===== src/hw/fsec_pkg.sv =====
// constants and types of the nvm security gate and program/erase clock divider
// assumes a 10 MHz bus clock and a 16-bit cpu address space
package fsec_pkg;
	// ----------------------------------------------------------------
	// timing
	// ----------------------------------------------------------------
	localparam int unsigned CLK_HZ = 10000000;
	localparam int unsigned PE_CLK_MIN_KHZ = 150;
	localparam int unsigned PE_CLK_MAX_KHZ = 200;
	// fewest bus cycles in one program/erase pulse at the top allowed rate
	localparam int unsigned PE_PULSE_MIN_CYC = CLK_HZ / (PE_CLK_MAX_KHZ * 1000);
	localparam logic [2:0] PRESCALE_LAST = 3'h7;

	// ----------------------------------------------------------------
	// register map, byte addresses
	// ----------------------------------------------------------------
	localparam logic [7:0] OFF_DIVIDER = 8'h00;
	localparam logic [7:0] OFF_CONFIG = 8'h04;
	localparam logic [7:0] OFF_OPTION = 8'h08;
	localparam logic [7:0] OFF_PROTECT = 8'h0C;
	localparam logic [7:0] OFF_STATUS = 8'h10;
	localparam logic [1:0] RESP_OKAY = 2'h0;
	localparam logic [1:0] RESP_DECERR = 2'h3;

	// ----------------------------------------------------------------
	// fields and reset values
	// ----------------------------------------------------------------
	localparam int unsigned DIV_LOADED_BIT = 7;
	localparam int unsigned DIV_PRESCALE_BIT = 6;
	localparam int unsigned CFG_KEY_ACCESS_BIT = 5;
	localparam int unsigned OPT_KEY_ENABLE_BIT = 7;
	localparam int unsigned STAT_SECURED_BIT = 0;
	localparam int unsigned STAT_ACC_ERR_BIT = 1;
	localparam logic [7:0] OPT_IMPL_MASK = 8'hC3;
	localparam logic [1:0] SEC_UNSECURED = 2'h2;
	localparam logic [6:0] DIVIDER_RESET = 7'h00;
	localparam logic [2:0] CONFIG_RESET = 3'h0;
	localparam logic [7:0] INVALID_READ = 8'hFF;

	// ----------------------------------------------------------------
	// memory map of the secure resources
	// ----------------------------------------------------------------
	localparam logic [15:0] FLASH_BASE = 16'hC000;
	localparam logic [15:0] RAM_BASE = 16'h0080;
	localparam logic [15:0] RAM_LAST = 16'h047F;
	localparam logic [15:0] VECTOR_BLOCK = 16'hFE00;
	localparam logic [15:0] KEY_BASE = 16'hFFB0;
	localparam logic [15:0] OPTION_ADDR = 16'hFFBF;
	localparam logic [8:0] PROT_LOW_ONES = 9'h1FF;
	localparam logic [3:0] KEY_BYTES = 4'h8;

	// origin of a memory access
	typedef enum logic [1:0] {
		SRC_SECURE_FLASH = 2'b00,
		SRC_RAM = 2'b01,
		SRC_UNSECURED = 2'b10,
		SRC_DEBUG = 2'b11
	} fsec_src_e;
endpackage


===== src/hw/fsec_div_if.sv =====
// carrier between the security core and the program/erase clock divider
// assumes both ends run on the bus clock
`timescale 1ns/100ps
`default_nettype none
interface fsec_div_if;
	logic en;
	logic prescale;
	logic [5:0] divisor;
	logic tick;
	modport ctl (output en, output prescale, output divisor, input tick);
	modport div (input en, input prescale, input divisor, output tick);
endinterface
`default_nettype wire


===== src/hw/fsec_pe_clkdiv.sv =====
// program/erase clock divider: one-cycle tick per internal pe clock period
// assumes settings stay stable while en is high
`timescale 1ns/100ps
`default_nettype none
module fsec_pe_clkdiv (
	input wire logic aclk,
	input wire logic aresetn,
	fsec_div_if.div dif
);
	logic [2:0] pre_cnt_ff;
	logic [2:0] nxt_pre_cnt;
	logic [5:0] div_cnt_ff;
	logic [5:0] nxt_div_cnt;
	logic tick_ff;
	logic nxt_tick;
	logic pre_tick;

	// ----------------------------------------------------------------
	// counters
	// ----------------------------------------------------------------
	always_comb begin
		nxt_pre_cnt = pre_cnt_ff;
		nxt_div_cnt = div_cnt_ff;
		nxt_tick = 1'b0;
		pre_tick = 1'b0;
		if (!dif.en) begin
			nxt_pre_cnt = 3'h0;
			nxt_div_cnt = 6'h00;
		end else begin
			// bus clock, or bus clock over eight
			if (!dif.prescale || pre_cnt_ff == fsec_pkg::PRESCALE_LAST) begin
				pre_tick = 1'b1;
			end
			nxt_pre_cnt = dif.prescale ? pre_cnt_ff + 3'h1 : 3'h0;
			if (pre_tick) begin
				// divisor plus one input periods per pulse
				if (div_cnt_ff >= dif.divisor) begin
					nxt_div_cnt = 6'h00;
					nxt_tick = 1'b1;
				end else begin
					nxt_div_cnt = div_cnt_ff + 6'h01;
				end
			end
		end
	end

	always_ff @(posedge aclk) begin
		if (!aresetn) begin
			pre_cnt_ff <= 3'h0;
			div_cnt_ff <= 6'h00;
			tick_ff <= 1'b0;
		end else begin
			pre_cnt_ff <= nxt_pre_cnt;
			div_cnt_ff <= nxt_div_cnt;
			tick_ff <= nxt_tick;
		end
	end

	assign dif.tick = tick_ff;
endmodule
`default_nettype wire


===== src/hw/fsec_top.sv =====
// nvm security gate, backdoor key check and program/erase clock divider
// assumes array read data arrives combinationally with mem_addr, same clock
//
// Overview of operation
// - while secured, untrusted or debug access to flash/ram: writes dropped, reads zero
// - only security code 1:0 means unsecured; the other three codes secure
// - every reset copies bits 7:6 and 1:0 of the nonvolatile option byte into the working option register
// - secured: debug module stays off; background mode only from pin low at reset
// - key enable at 0 disables the backdoor key; only full erase unlocks
// - with key access set, key location writes are compare values, not commands
// - clearing key access after eight matching bytes unsecures until next reset
// - key compare writes are accepted only from code running in ram
// - working protection register is writable only by debug commands
// - blank check finding the whole array erased unsecures until next reset
// - key and option bytes share the vector 512-byte block and its protection
// - divider bit 7 is read-only status; bits 6:0 written once after reset
// - reset clears divider-loaded; first write sets it; clear flag blocks program/erase
// - prescale 0 feeds the bus clock, 1 feeds the bus clock over eight
// - program/erase clock is the divider input over divisor plus one
// - each timing pulse is one pe clock cycle; operations end on a pulse boundary, but start mid-pulse on the free-running divider
// - array write before divider is written sets access error, starts nothing
// - while key access is set, array reads that are not blocked return invalid data
`timescale 1ns/100ps
`default_nettype none
module fsec_top (
	input wire logic aclk,
	input wire logic aresetn,
	input wire logic [7:0] awaddr,
	input wire logic awvalid,
	output logic awready,
	input wire logic dbg_master,
	input wire logic [31:0] wdata,
	input wire logic [3:0] wstrb,
	input wire logic wvalid,
	output logic wready,
	output logic [1:0] bresp,
	output logic bvalid,
	input wire logic bready,
	input wire logic [7:0] araddr,
	input wire logic arvalid,
	output logic arready,
	output logic [31:0] rdata,
	output logic [1:0] rresp,
	output logic rvalid,
	input wire logic rready,
	input wire logic [7:0] nonvolatile_option_byte,
	input wire logic [7:0] nonvolatile_protect_byte,
	input wire logic [63:0] backdoor_key_locations,
	input wire logic background_mode_pin,
	input wire logic dbg_enable_req,
	input wire logic mem_req,
	input wire logic mem_we,
	input wire logic [1:0] mem_src,
	input wire logic [15:0] mem_addr,
	input wire logic [7:0] mem_wdata,
	input wire logic [7:0] arr_rdata,
	input wire logic blank_check_done,
	input wire logic blank_check_erased,
	input wire logic op_start,
	input wire logic [15:0] op_pulses,
	output logic mem_ack,
	output logic [7:0] mem_rdata,
	output logic arr_wr,
	output logic [15:0] arr_addr,
	output logic [7:0] arr_wdata,
	output logic pe_tick,
	output logic op_busy,
	output logic secured,
	output logic dbg_module_en,
	output logic bg_mode_active,
	output logic access_error
);
	// ----------------------------------------------------------------
	// register bus slave
	// ----------------------------------------------------------------
	logic awready_ff, nxt_awready, wready_ff, nxt_wready, bvalid_ff, nxt_bvalid;
	logic aw_hold_ff, nxt_aw_hold, w_hold_ff, nxt_w_hold, aw_dbg_ff, nxt_aw_dbg;
	logic [7:0] aw_addr_ff, nxt_aw_addr, w_byte_ff, nxt_w_byte;
	logic w_strb0_ff, nxt_w_strb0;
	logic [1:0] bresp_ff, nxt_bresp;
	logic arready_ff, nxt_arready, rvalid_ff, nxt_rvalid;
	logic [7:0] rbyte_ff, nxt_rbyte, rd_sel;
	logic [1:0] rresp_ff, nxt_rresp;
	logic do_wr, wr_en0, rd_hit, wr_hit;
	logic [7:0] wr_addr, rd_addr;

	assign wr_addr = {aw_addr_ff[7:2], 2'h0};
	assign rd_addr = {araddr[7:2], 2'h0};
	assign do_wr = aw_hold_ff && w_hold_ff && !bvalid_ff;
	assign wr_en0 = do_wr && w_strb0_ff;
	assign wr_hit = wr_addr <= fsec_pkg::OFF_STATUS;
	assign rd_hit = rd_addr <= fsec_pkg::OFF_STATUS;

	always_comb begin
		nxt_aw_hold = aw_hold_ff;
		nxt_aw_addr = aw_addr_ff;
		nxt_aw_dbg = aw_dbg_ff;
		nxt_w_hold = w_hold_ff;
		nxt_w_byte = w_byte_ff;
		nxt_w_strb0 = w_strb0_ff;
		nxt_bvalid = bvalid_ff;
		nxt_bresp = bresp_ff;
		nxt_arready = arready_ff;
		nxt_rvalid = rvalid_ff;
		nxt_rbyte = rbyte_ff;
		nxt_rresp = rresp_ff;
		if (awvalid && awready_ff) begin
			nxt_aw_hold = 1'b1;
			nxt_aw_addr = awaddr;
			nxt_aw_dbg = dbg_master;
		end
		if (wvalid && wready_ff) begin
			nxt_w_hold = 1'b1;
			nxt_w_byte = wdata[7:0];
			nxt_w_strb0 = wstrb[0];
		end
		if (do_wr) begin
			nxt_aw_hold = 1'b0;
			nxt_w_hold = 1'b0;
			nxt_bvalid = 1'b1;
			nxt_bresp = wr_hit ? fsec_pkg::RESP_OKAY : fsec_pkg::RESP_DECERR;
		end else if (bvalid_ff && bready) begin
			nxt_bvalid = 1'b0;
		end
		nxt_awready = !nxt_aw_hold && !nxt_bvalid;
		nxt_wready = !nxt_w_hold && !nxt_bvalid;
		if (arvalid && arready_ff) begin
			nxt_arready = 1'b0;
			nxt_rvalid = 1'b1;
			nxt_rbyte = rd_sel;
			nxt_rresp = rd_hit ? fsec_pkg::RESP_OKAY : fsec_pkg::RESP_DECERR;
		end else if (rvalid_ff && rready) begin
			nxt_rvalid = 1'b0;
			nxt_arready = 1'b1;
		end
	end

	always_ff @(posedge aclk) begin
		if (!aresetn) begin
			awready_ff <= 1'b1;
			wready_ff <= 1'b1;
			bvalid_ff <= 1'b0;
			aw_hold_ff <= 1'b0;
			w_hold_ff <= 1'b0;
			aw_dbg_ff <= 1'b0;
			aw_addr_ff <= 8'h00;
			w_byte_ff <= 8'h00;
			w_strb0_ff <= 1'b0;
			bresp_ff <= fsec_pkg::RESP_OKAY;
			arready_ff <= 1'b1;
			rvalid_ff <= 1'b0;
			rbyte_ff <= 8'h00;
			rresp_ff <= fsec_pkg::RESP_OKAY;
		end else begin
			awready_ff <= nxt_awready;
			wready_ff <= nxt_wready;
			bvalid_ff <= nxt_bvalid;
			aw_hold_ff <= nxt_aw_hold;
			w_hold_ff <= nxt_w_hold;
			aw_dbg_ff <= nxt_aw_dbg;
			aw_addr_ff <= nxt_aw_addr;
			w_byte_ff <= nxt_w_byte;
			w_strb0_ff <= nxt_w_strb0;
			bresp_ff <= nxt_bresp;
			arready_ff <= nxt_arready;
			rvalid_ff <= nxt_rvalid;
			rbyte_ff <= nxt_rbyte;
			rresp_ff <= nxt_rresp;
		end
	end

	// ----------------------------------------------------------------
	// security core, key check, memory gate
	// ----------------------------------------------------------------
	logic [7:0] opt_ff, prot_ff, nxt_prot;
	logic [6:0] div_ff, nxt_div;
	logic div_loaded_ff, nxt_div_loaded, unsec_ff, nxt_unsec, secured_ff, nxt_secured;
	logic [2:0] cfg_ff, nxt_cfg;
	logic acc_err_ff, nxt_acc_err, dbg_en_ff, nxt_dbg_en;
	logic [7:0] key_buf_ff [8];
	logic [7:0] nxt_key_buf [8];
	logic [3:0] key_idx_ff, nxt_key_idx;
	logic key_bad_ff, nxt_key_bad, key_match;
	logic mem_ack_ff, arr_wr_ff;
	logic [7:0] mem_rdata_ff, nxt_mem_rdata, arr_wdata_ff;
	logic [15:0] arr_addr_ff;
	logic nxt_arr_wr;
	logic key_access, key_en, in_flash, in_ram, in_key, untrusted, blocked, prot_hit;
	logic key_wr, key_clr, arr_write;
	logic [1:0] eff_sec;
	logic bkgd_s1_ff, bkgd_s2_ff, rst_seen_ff, bg_ff;

	assign key_access = cfg_ff[fsec_pkg::CFG_KEY_ACCESS_BIT - 5];
	assign key_en = opt_ff[fsec_pkg::OPT_KEY_ENABLE_BIT];
	assign eff_sec = unsec_ff ? fsec_pkg::SEC_UNSECURED : opt_ff[1:0];
	assign in_flash = mem_addr >= fsec_pkg::FLASH_BASE;
	assign in_ram = mem_addr >= fsec_pkg::RAM_BASE && mem_addr <= fsec_pkg::RAM_LAST;
	assign in_key = mem_addr[15:3] == fsec_pkg::KEY_BASE[15:3];
	assign untrusted = mem_src == fsec_pkg::SRC_UNSECURED || mem_src == fsec_pkg::SRC_DEBUG;
	assign blocked = secured_ff && untrusted && (in_flash || in_ram);
	// key and option bytes sit above the vector block boundary, so any protection covers them
	assign prot_hit = !prot_ff[0] && mem_addr > {prot_ff[7:1], fsec_pkg::PROT_LOW_ONES};
	// only ram code may enter the key, debug commands cannot
	assign key_wr = mem_req && mem_we && !blocked && in_key && key_access && key_en
		&& mem_src == fsec_pkg::SRC_RAM;
	assign arr_write = mem_req && mem_we && !blocked && in_flash && !(key_access && in_key);
	assign key_clr = wr_en0 && wr_addr == fsec_pkg::OFF_CONFIG && key_access
		&& !w_byte_ff[fsec_pkg::CFG_KEY_ACCESS_BIT];

	always_comb begin
		key_match = key_idx_ff == fsec_pkg::KEY_BYTES && !key_bad_ff;
		for (int i = 0; i < 8; i++) begin
			if (key_buf_ff[i] != backdoor_key_locations[i*8 +: 8]) begin
				key_match = 1'b0;
			end
		end
	end

	always_comb begin
		case (rd_addr)
			fsec_pkg::OFF_DIVIDER: rd_sel = {div_loaded_ff, div_ff};
			fsec_pkg::OFF_CONFIG: rd_sel = {cfg_ff, 5'h00};
			fsec_pkg::OFF_OPTION: rd_sel = {opt_ff[7:2], eff_sec};
			fsec_pkg::OFF_PROTECT: rd_sel = prot_ff;
			fsec_pkg::OFF_STATUS: rd_sel = {6'h00, acc_err_ff, secured_ff};
			default: rd_sel = 8'h00;
		endcase
	end

	always_comb begin
		nxt_prot = prot_ff;
		nxt_div = div_ff;
		nxt_div_loaded = div_loaded_ff;
		nxt_cfg = cfg_ff;
		nxt_unsec = unsec_ff;
		nxt_acc_err = acc_err_ff;
		nxt_key_buf = key_buf_ff;
		nxt_key_idx = key_idx_ff;
		nxt_key_bad = key_bad_ff;
		nxt_arr_wr = 1'b0;
		if (wr_en0 && wr_addr == fsec_pkg::OFF_DIVIDER && !div_loaded_ff) begin
			nxt_div = w_byte_ff[6:0];
			nxt_div_loaded = 1'b1;
		end
		if (wr_en0 && wr_addr == fsec_pkg::OFF_PROTECT && aw_dbg_ff) begin
			nxt_prot = w_byte_ff;
		end
		if (wr_en0 && wr_addr == fsec_pkg::OFF_CONFIG) begin
			nxt_cfg = w_byte_ff[7:5];
			if (!key_access && w_byte_ff[fsec_pkg::CFG_KEY_ACCESS_BIT]) begin
				nxt_key_idx = 4'h0;
				nxt_key_bad = 1'b0;
			end
		end
		if (wr_en0 && wr_addr == fsec_pkg::OFF_STATUS && w_byte_ff[fsec_pkg::STAT_ACC_ERR_BIT]) begin
			nxt_acc_err = 1'b0;
		end
		// a mismatch falls through and leaves the state as it was
		if (key_clr && key_match) begin
			nxt_unsec = 1'b1;
		end
		if (blank_check_done && blank_check_erased) begin
			nxt_unsec = 1'b1;
		end
		if (key_wr) begin
			// out of order bytes spoil the attempt rather than shift it
			if (key_idx_ff < fsec_pkg::KEY_BYTES && mem_addr[2:0] == key_idx_ff[2:0]) begin
				nxt_key_buf[key_idx_ff[2:0]] = mem_wdata;
				nxt_key_idx = key_idx_ff + 4'h1;
			end else begin
				nxt_key_bad = 1'b1;
			end
		end
		// set after clear so a fresh error is never lost
		if (arr_write) begin
			if (!div_loaded_ff || prot_hit) begin
				nxt_acc_err = 1'b1;
			end else begin
				nxt_arr_wr = 1'b1;
			end
		end
		nxt_secured = (nxt_unsec ? fsec_pkg::SEC_UNSECURED : opt_ff[1:0]) != fsec_pkg::SEC_UNSECURED;
		nxt_dbg_en = dbg_enable_req && !nxt_secured;
		if (blocked) begin
			nxt_mem_rdata = 8'h00;
		end else if (key_access && in_flash) begin
			nxt_mem_rdata = fsec_pkg::INVALID_READ;
		end else begin
			nxt_mem_rdata = arr_rdata;
		end
	end

	always_ff @(posedge aclk) begin
		bkgd_s1_ff <= background_mode_pin;
		bkgd_s2_ff <= bkgd_s1_ff;
		if (!aresetn) begin
			opt_ff <= nonvolatile_option_byte & fsec_pkg::OPT_IMPL_MASK;
			prot_ff <= nonvolatile_protect_byte;
			div_ff <= fsec_pkg::DIVIDER_RESET;
			div_loaded_ff <= 1'b0;
			cfg_ff <= fsec_pkg::CONFIG_RESET;
			unsec_ff <= 1'b0;
			secured_ff <= 1'b1;
			acc_err_ff <= 1'b0;
			dbg_en_ff <= 1'b0;
			key_idx_ff <= 4'h0;
			key_bad_ff <= 1'b0;
			for (int i = 0; i < 8; i++) begin
				key_buf_ff[i] <= 8'h00;
			end
			mem_ack_ff <= 1'b0;
			mem_rdata_ff <= 8'h00;
			arr_wr_ff <= 1'b0;
			arr_addr_ff <= 16'h0000;
			arr_wdata_ff <= 8'h00;
			rst_seen_ff <= 1'b0;
			bg_ff <= 1'b0;
		end else begin
			prot_ff <= nxt_prot;
			div_ff <= nxt_div;
			div_loaded_ff <= nxt_div_loaded;
			cfg_ff <= nxt_cfg;
			unsec_ff <= nxt_unsec;
			secured_ff <= nxt_secured;
			acc_err_ff <= nxt_acc_err;
			dbg_en_ff <= nxt_dbg_en;
			key_idx_ff <= nxt_key_idx;
			key_bad_ff <= nxt_key_bad;
			key_buf_ff <= nxt_key_buf;
			mem_ack_ff <= mem_req;
			mem_rdata_ff <= nxt_mem_rdata;
			arr_wr_ff <= nxt_arr_wr;
			arr_addr_ff <= mem_addr;
			arr_wdata_ff <= mem_wdata;
			rst_seen_ff <= 1'b1;
			// pin level held just before the reset release decides background entry
			if (!rst_seen_ff) begin
				bg_ff <= !bkgd_s2_ff;
			end
		end
	end

	// ----------------------------------------------------------------
	// divider and operation timer
	// ----------------------------------------------------------------
	fsec_div_if dif ();
	assign dif.en = div_loaded_ff;
	assign dif.prescale = div_ff[fsec_pkg::DIV_PRESCALE_BIT];
	assign dif.divisor = div_ff[5:0];

	fsec_pe_clkdiv u_clkdiv (
		.aclk(aclk),
		.aresetn(aresetn),
		.dif(dif)
	);

	logic busy_ff, nxt_busy;
	logic [15:0] pulse_cnt_ff, nxt_pulse_cnt;

	always_comb begin
		nxt_busy = busy_ff;
		nxt_pulse_cnt = pulse_cnt_ff;
		if (!busy_ff && op_start && div_loaded_ff && op_pulses != 16'h0000) begin
			nxt_busy = 1'b1;
			nxt_pulse_cnt = op_pulses;
		end else if (busy_ff && dif.tick) begin
			// operations end only on a pulse boundary
			nxt_pulse_cnt = pulse_cnt_ff - 16'h0001;
			nxt_busy = pulse_cnt_ff != 16'h0001;
		end
	end

	always_ff @(posedge aclk) begin
		if (!aresetn) begin
			busy_ff <= 1'b0;
			pulse_cnt_ff <= 16'h0000;
		end else begin
			busy_ff <= nxt_busy;
			pulse_cnt_ff <= nxt_pulse_cnt;
		end
	end

	assign awready = awready_ff;
	assign wready = wready_ff;
	assign bvalid = bvalid_ff;
	assign bresp = bresp_ff;
	assign arready = arready_ff;
	assign rvalid = rvalid_ff;
	assign rdata = {24'h000000, rbyte_ff};
	assign rresp = rresp_ff;
	assign mem_ack = mem_ack_ff;
	assign mem_rdata = mem_rdata_ff;
	assign arr_wr = arr_wr_ff;
	assign arr_addr = arr_addr_ff;
	assign arr_wdata = arr_wdata_ff;
	assign pe_tick = dif.tick;
	assign op_busy = busy_ff;
	assign secured = secured_ff;
	assign dbg_module_en = dbg_en_ff;
	assign bg_mode_active = bg_ff;
	assign access_error = acc_err_ff;

	logic [9:0] gap_ff;
	logic gap_seen_ff;
	always_ff @(posedge aclk) begin
		gap_ff <= (!aresetn || dif.tick || !div_loaded_ff) ? 10'h001 : gap_ff + 10'h001;
		gap_seen_ff <= aresetn && div_loaded_ff && (gap_seen_ff || dif.tick);
	end
endmodule
`default_nettype wire


===== config.mk =====
export PLATFORM = sky130hd
export DESIGN_NAME = fsec_top
export DESIGN_NICKNAME = d
export VERILOG_FILES = /design/src/hw/fsec_pkg.sv /design/src/hw/fsec_div_if.sv /design/src/hw/fsec_pe_clkdiv.sv /design/src/hw/fsec_top.sv
export SDC_FILE = /design/constraint.sdc
export NUM_CORES = 1
export LEC_CHECK = 0
export BUFFER_PORTS_ARGS = -buffer_cell sky130_fd_sc_hd__buf_4
export CAP_MARGIN = 20
export CORE_ASPECT_RATIO = 1.25
export CORE_MARGIN = 4
export CORE_UTILIZATION = 30
export CTS_CLUSTER_DIAMETER = 150
export DETAILED_ROUTE_END_ITERATION = 12
export PLACE_DENSITY = 0.58
export SETUP_SLACK_MARGIN = 0.3
export SYNTH_ARGS = -nofsm -noshare
export SYNTH_HDL_FRONTEND = slang
export SYNTH_SLANG_ARGS = --single-unit

===== constraint.sdc =====
create_clock -name aclk -period 2.66 [get_ports aclk]
set_input_delay 0.133 -clock aclk [delete_from_list [all_inputs] [get_ports aclk]]
set_output_delay 0.133 -clock aclk [all_outputs]
set_load 0.005 [all_outputs]

==> metrics.log, run 1 <==
[metrics] most common library cell in the layout ignoring fill and taps: buf_4
[metrics] fin. max-slew vios: 0
[metrics] I/O pins: 278
[metrics] average instance area after synthesis: 9.03 sq um
[metrics] cell count after synthesis: 936
[metrics] number of buffers on the longest clock path: 2
[metrics] async set-or-reset flop fraction in the synthesized netlist: 0
[metrics] Inserted Clock Buffers: 17
[metrics] Area Overhead vs Synth: 37.8%
[metrics] initial core utilization: 0.305
[metrics] leading register cell type out of synthesis: dfxtp_1
[metrics] commonest cells after routing, fill and taps aside: buf_4, dfxtp_1, o21ai_0, nand2_1, nand3_1
[metrics] Relative slew margins: 0.513
[metrics] total via count in the routed design: 7478
[metrics] wire length per cell after detailed routing: 16.5 um
[metrics] leakage power: 4.69 nW
[metrics] GR Util All Layers: 0.166
[metrics] clock tree root driver cell: clkbuf_16
[metrics] skew final: 0.0136 ns
[metrics] DR DRC count: 0
[metrics] detailed router's first-iteration violation count: 379
[metrics] final cycle utilization of the critical path: 0.810
[metrics] Hold WS: 0.0226 ns
[metrics] RSZ-0062 raised after global routing: false
[metrics] Routability Congestion: 0.865
[metrics] number of global-route vias before repair: 7412
[metrics] total congestion overflow after global routing: 0
[metrics] flip-flop and latch count after synthesis: 194
[metrics] EDFF count, synth: 12
[metrics] H-tree levels: 4
[metrics] maximum number of pins on one net before global-route repair: 41
[metrics] type of the tightest min-delay check: in2reg
[metrics] data required time at the worst endpoint: 2.94 ns
[metrics] power density over cell area: 532 nW/um^2
[metrics] max_cap viols: 0
[metrics] Warnings, synthesis: 0
[metrics] total negative slack: 0 ns
[metrics] final core utilization: 0.420
[metrics] final critical path time including I/O delays and setup: 2.16 ns
[metrics] final number of hold-violating endpoints: 0
[metrics] clock tree from TritonCTS: done
[metrics] wire length of the first global-routing pass: 40000 um
[metrics] register area share after synthesis: 0.474
[metrics] number of antenna violations at the first check in global routing: 1
[metrics] count of endpoints failing setup in the final report: 0
[metrics] endpoint type of the worst setup path: flip-flop
[metrics] via-per-instance ratio: 4.72
[metrics] critical path class: reg2reg
[metrics] CP max FO: 8
[metrics] run status: completed
[metrics] core region area: 27700 sq um
[metrics] WP data arrival: 2.44 ns
[metrics] Worst setup SP type: flip-flop
[metrics] Worst Tran Pin Value: 0.723 ns
[metrics] Port Buffer Count: 218
[metrics] clock input transition at the sequential cells of the worst setup and hold paths: 0.08 ns
[metrics] number of nets with antenna violations after detailed routing: 0
[metrics] total iterations of the first detailed-routing run: 4
[metrics] maximum vdd ir drop: 0.000380 V
[metrics] Core Rows: 68
[metrics] detailed-route wire length: 26100 um
[metrics] Layout Nets: 1436
[metrics] CTS sink cnt: 194
[metrics] Cell variety after synth: 66
[metrics] die outline width: 158 um
[metrics] clock network latency to the later pin of the worst-skew pair: 0.43 ns
[metrics] share of layout cells above drive strength 1: 0.239
[metrics] Post-DP HPWL: 19600 um
[metrics] DIE AREA: 30900 sq um
[metrics] area of the mapped netlist: 8450 sq um
[metrics] Die H: 196 um
[metrics] Peak Freq: 464 MHz
==> state kept, by name, summed over array words and instances (netlist names), 8 cells and up <==
signal        flops
mem_rdata         8
rbyte_ff          8
pulse_cnt_ff     16
prot_ff           8
arr_wdata         8
w_byte_ff         8
arr_addr         16
key_buf_ff       64
==> layer usage <==
layer  track usage  routed length [um]
met1         0.196               10900
met2         0.298               13300
met3        0.0320                1300
met4        0.0578                 568
met5             0                   0
==> path summary, 6_finish.rpt <==
path                               start              endpoint  slack [ns]  cells after the start
max             key_idx_ff[1]$_SDFF_PN0_    secured$_SDFF_PN1_        0.50                      8
min          nonvolatile_protect_byte[2]  prot_ff[2]$_DFFE_PP_        0.02                      2
min reg2reg           bkgd_s1_ff$_DFF_P_    bkgd_s2_ff$_DFF_P_        0.34                      0
max reg2reg     key_idx_ff[1]$_SDFF_PN0_    secured$_SDFF_PN1_        0.50                      8
==> critical path, cell delays in order (launching register included) <==
cell and delay (ns):
dfxtp_1 0.40, inv_1 0.11, ha_1 0.14, nand4bb_1 0.09, or4_1 0.46, nor4_1 0.30, nand4_1 0.12, o21ai_1 0.27
o21ai_0 0.13
==> cell usage after synthesis, drive strengths merged (3+ instances only) <==
master,n,share of area
xnor2,51,0.053
a221oi,4,0.0041
and2,27,0.020
a22oi,3,0.0027
a32oi,4,0.0041
edfxtp,12,0.043
inv,40,0.018
or3,6,0.0044
xor2,13,0.013
o221ai,3,0.0031
nor3b,3,0.0027
nor4,14,0.013
buf,36,0.029
o21a,9,0.0080
nor2,54,0.024
mux2i,10,0.012
o311ai,3,0.0031
nand4,23,0.018
clkbuf,29,0.013
a21oi,44,0.026
nor3,18,0.012
a21o,4,0.0036
a31oi,7,0.0052
and3,6,0.0044
nand2b,8,0.0059
o21ai,84,0.050
mux2,10,0.013
nor4b,4,0.0049
a211oi,8,0.0071
nor2b,9,0.0067
or2,3,0.0022
dfxtp,182,0.43
nand3,75,0.044
a22o,4,0.0041
and4,3,0.0031
nand2,79,0.035
ha,20,0.030
==> where the power goes <==
group / switching [mW] / internal (mW)
clock network: 1.21 / 1.23
registers: 0.0520 / 3.02
logic: 0.304 / 0.386
total: 1.57 / 4.63
==> repair_timing <==
| action | in CTS | in global routing |
|---|---|---|
| hold buffers | 67 | 0 |
| gates resized for setup | 2 | 2 |
| setup endpoints to repair | 13 | 53 |
| pin swaps | 0 | 2 |
| buffers inserted | 0 | 2 |
| endpoints found under the hold margin | 68 | 0 |
==> logic make-up after synthesis <==
family | Yosys count | share of synthesized area
AND/OR/NAND/NOR | 340 | 0.209
flip-flops | 194 | 0.474
AO/OA/AOI/OAI | 192 | 0.136
buffers and inverters | 105 | 0.0596
XOR/XNOR | 64 | 0.0663
adder cells (fa/ha/maj) | 20 | 0.0296
multiplexers | 20 | 0.0252
other | 1 | 0.000444
==> cell type report <==
cell class,instances,area (sq um)
Fill cell,2788,16100
Multi-Input combinational cell,660,4040
Sequential cell,194,4010
Timing Repair Buffer,306,2460
Tap cell,350,438
Clock buffer,18,429
Inverter,40,150
Clock inverter,14,120
Antenna cell,1,2.50
==> stage by stage <==
step           power, mW  worst slack, ns  instance area [sq um]  cells
4_1_cts             6.27            0.327                  11600   1580
6_report            6.20            0.504                  11600   1583
5_1_grt             6.47            0.317                  11600   1583
3_3_place_gp        3.74            0.298                  10400   1481
2_1_floorplan       3.40            0.519                   8540    959
3_5_place_dp        3.75            0.223                  10400   1481
No activity file was read; power rests on OpenSTA's default activity.
==> inputs of run 2 (changes only) <==
Clock period 2.66 ns to 2.2 ns, I/O delays scaled along.
==> metrics.log, run 2 (synthesis gave the netlist of run 1 again) <==
[metrics] number of global-route vias before repair: 7658 (was 7412)
[metrics] final critical path time including I/O delays and setup: 2.00 ns (was 2.16 ns)
[metrics] number of nets with antenna violations after detailed routing: 0 (unchanged)
[metrics] GR Util All Layers: 0.168 (was 0.166)
[metrics] Inserted Clock Buffers: 17 (unchanged)
[metrics] logic gate share of total power: 0.116 (was 0.111)
[metrics] share of layout cells above drive strength 1: 0.302 (was 0.239)
[metrics] run status: completed (unchanged)
[metrics] DR DRC count: 0 (unchanged)
[metrics] fin. max-slew vios: 0 (unchanged)
[metrics] critical path class: reg2reg (unchanged)
[metrics] total congestion overflow after global routing: 0 (unchanged)
[metrics] final cycle utilization of the critical path: 0.910 (was 0.810)
[metrics] die outline width: 158 um (unchanged)
[metrics] clock network latency to the later pin of the worst-skew pair: 0.43 ns (about the same)
[metrics] Core Rows: 68 (unchanged)
[metrics] part of the power in the clock network: 0.398 (was 0.394)
[metrics] Die H: 196 um (unchanged)
[metrics] total via count in the routed design: 7811 (was 7478)
[metrics] WP data arrival: 2.30 ns (was 2.44 ns)
[metrics] Worst Tran Pin Value: 0.536 ns (was 0.723 ns)
[metrics] number of flip-flops in the largest register: 64 (unchanged)
[metrics] skew final: 0.0128 ns (was 0.0136 ns)
[metrics] clock input transition at the sequential cells of the worst setup and hold paths: 0.08 ns (about the same)
[metrics] maximum number of pins on one net before global-route repair: 43 (was 41)
[metrics] type of the tightest min-delay check: in2reg (unchanged)
[metrics] total iterations of the first detailed-routing run: 4 (unchanged)
[metrics] wire length per cell after detailed routing: 17.0 um (was 16.5 um)
[metrics] DIE AREA: 30900 sq um (unchanged)
[metrics] clock tree root driver cell: clkbuf_16 (unchanged)
[metrics] clock tree from TritonCTS: done (unchanged)
[metrics] core region area: 27700 sq um (unchanged)
[metrics] final number of hold-violating endpoints: 0 (unchanged)
[metrics] endpoint type of the worst setup path: flip-flop (unchanged)
[metrics] final core utilization: 0.448 (was 0.420)
[metrics] data required time at the worst endpoint: 2.50 ns (was 2.94 ns)
[metrics] Place WS: 0.0333 ns (was 0.223 ns)
[metrics] slack of the critical path: 0.198 ns (was 0.504 ns)
[metrics] H-tree levels: 4 (unchanged)
[metrics] CTS sink cnt: 194 (unchanged)
[metrics] Post-DP HPWL: 19900 um (was 19600 um)
[metrics] RSZ-0062 raised after global routing: true (was false)
[metrics] highest-utilization routing layer at the global route stage: met2 (unchanged)
[metrics] post-place instance area: 10500 sq um (was 10400 sq um)
[metrics] Area Overhead vs Synth: 46.9% (was 37.8%)
[metrics] leakage power: 4.99 nW (was 4.69 nW)
[metrics] met1 usage in global routing: 0.202 (was 0.196)
[metrics] count of endpoints failing setup in the final report: 0 (unchanged)
[metrics] global-route met2 utilization: 0.294 (was 0.298)
[metrics] power density over cell area: 615 nW/um^2 (was 532 nW/um^2)
[metrics] Layout Nets: 1471 (was 1436)
[metrics] via-per-instance ratio: 4.83 (was 4.72)
[metrics] number of buffers on the longest clock path: 2 (unchanged)
[metrics] Flop pwr share: 0.486 (was 0.495)
[metrics] maximum vdd ir drop: 0.000456 V (was 0.000380 V)
[metrics] wire length of the first global-routing pass: 41100 um (was 40000 um)
[metrics] Relative slew margins: 0.643 (was 0.513)
[metrics] number of antenna violations at the first check in global routing: 0 (was 1)
[metrics] largest delay contributor family on the critical path: simple AND/OR/NAND/NOR gates (unchanged)
[metrics] total negative slack: 0 ns (unchanged)
[metrics] max_cap viols: 0 (unchanged)
[metrics] total design power: 7.64 mW (was 6.20 mW)
[metrics] diode count: 0 (was 1)
[metrics] commonest cells after routing, fill and taps aside: buf_4, dfxtp_1, nand2_1, dlygate4sd3_1, nor2_1 (was buf_4, dfxtp_1, o21ai_0, nand2_1, nand3_1)
[metrics] Routability Congestion: 0.854 (was 0.865)
[metrics] Port Buffer Count: 218 (unchanged)
[metrics] Int Pwr: 5.74 mW (was 4.63 mW)
[metrics] Peak Freq: 500 MHz (was 464 MHz)
[metrics] ordered list of cells on the worst path: xor2_1 > or4_4 > nor3_4 > buf_12 > nand4_2 > buf_6 > nand3_1 > o21ai_0 (was inv_1 > ha_1 > nand4bb_1 > or4_1 > nor4_1 > nand4_1 > o21ai_1 > o21ai_0)
[metrics] detailed-route wire length: 27500 um (was 26100 um)
[metrics] Crit path buffers/inverters: 2 (was 1)
[metrics] delay of the slowest cell on the worst path: 0.53 ns (was 0.46 ns)
[metrics] Sw Pwr: 1.90 mW (was 1.57 mW)
[metrics] Critical-path top delay cell: or4_4 (was or4_1)
[metrics] detailed router's first-iteration violation count: 319 (was 379)
[metrics] switching fraction of total power: 0.249 (was 0.253)
[metrics] Worst setup SP type: flip-flop (unchanged)
[metrics] met3 track demand over resource: 0.0311 (was 0.0320)
[metrics] Layout Cell Area excl Fill: 12400 sq um (was 11600 sq um)
[metrics] initial core utilization: 0.305 (unchanged)
[metrics] most common library cell in the layout ignoring fill and taps: buf_4 (unchanged)
[metrics] CP max FO: 17 (was 8)
[metrics] most flop-heavy register: key_buf_ff (unchanged)
[metrics] I/O pins: 278 (unchanged)
==> run 2: changes by cell type in the layout (fill, tap and decap cells not counted), sizes merged <==
cell	change
buf	+27
dlygate4sd3	+5
clkbuf	+3
inv	-2
clkinv	-1
diode	-1
dlymetal6s4s	+1
nand3	+1
==> run 2: layer usage <==
| metal | part of all wire | up-vias |
|---|---|---|
| met2 | 0.50 | 273 |
| met5 | 0 | - |
| met1 | 0.40 | 3601 |
| met3 | 0.062 | 46 |
| li1 | - | 3891 |
| met4 | 0.033 | 0 |
==> run 2: worst register-to-register path: stages, from the launching register on <==
cell and delay [ns]:
dfxtp_4 0.36, xor2_1 0.14, or4_4 0.53, nor3_4 0.22, buf_12 0.16, nand4_2 0.11, buf_6 0.18, nand3_1 0.09
o21ai_0 0.08
==> run 2: per-stage QoR <==
stage | cells | hold slack [ns]
after floorplan | 959 | 0.138
after global placement | 1490 | 0.216
after detailed placement | 1490 | 0.218
after CTS | 1599 | 0.00231
after global routing | 1616 | 0.0384
final | 1616 | 0.0265
==> run 2: final cells by class <==
class | count | area (sq um)
clock buffer | 20 | 478
timing repair buffer | 340 | 2830
sequential | 194 | 4020
multi-input combinational | 661 | 4410
fill | 2702 | 15300
inverter | 40 | 155
clock inverter | 11 | 92.6
tap | 350 | 438
==> run 2: path summary, 6_finish.rpt <==
check	from	to	slack [ns]	cells past startpoint
min	bready	bvalid$_SDFF_PN0_	0.03	4
max reg2reg	key_idx_ff[0]$_SDFF_PN0_	key_buf_ff[5]$_SDFFE_PN0P_	0.20	8
min reg2reg	bkgd_s1_ff$_DFF_P_	bkgd_s2_ff$_DFF_P_	0.33	0
max	key_idx_ff[0]$_SDFF_PN0_	key_buf_ff[5]$_SDFFE_PN0P_	0.20	8
==> run 2: power groups by stage <==
stage	clock (mW)	sequential [mW]	combinational [mW]
after global placement	0	3.79	0.749
after global routing	3.25	3.72	0.968
after CTS	3.11	3.71	0.864
after detailed placement	0	3.79	0.753
final	3.04	3.71	0.886
after floorplan	0	3.77	0.336
==> run 2: repair_timing <==
item                                    CTS  global route
resized for setup                        21           100
buffers inserted                          5            13
endpoints found under the hold margin    73             0
endpoints found under the setup margin   80            88
pin swaps                                 8            18
hold buffers                             73             0
cloned                                    0             4
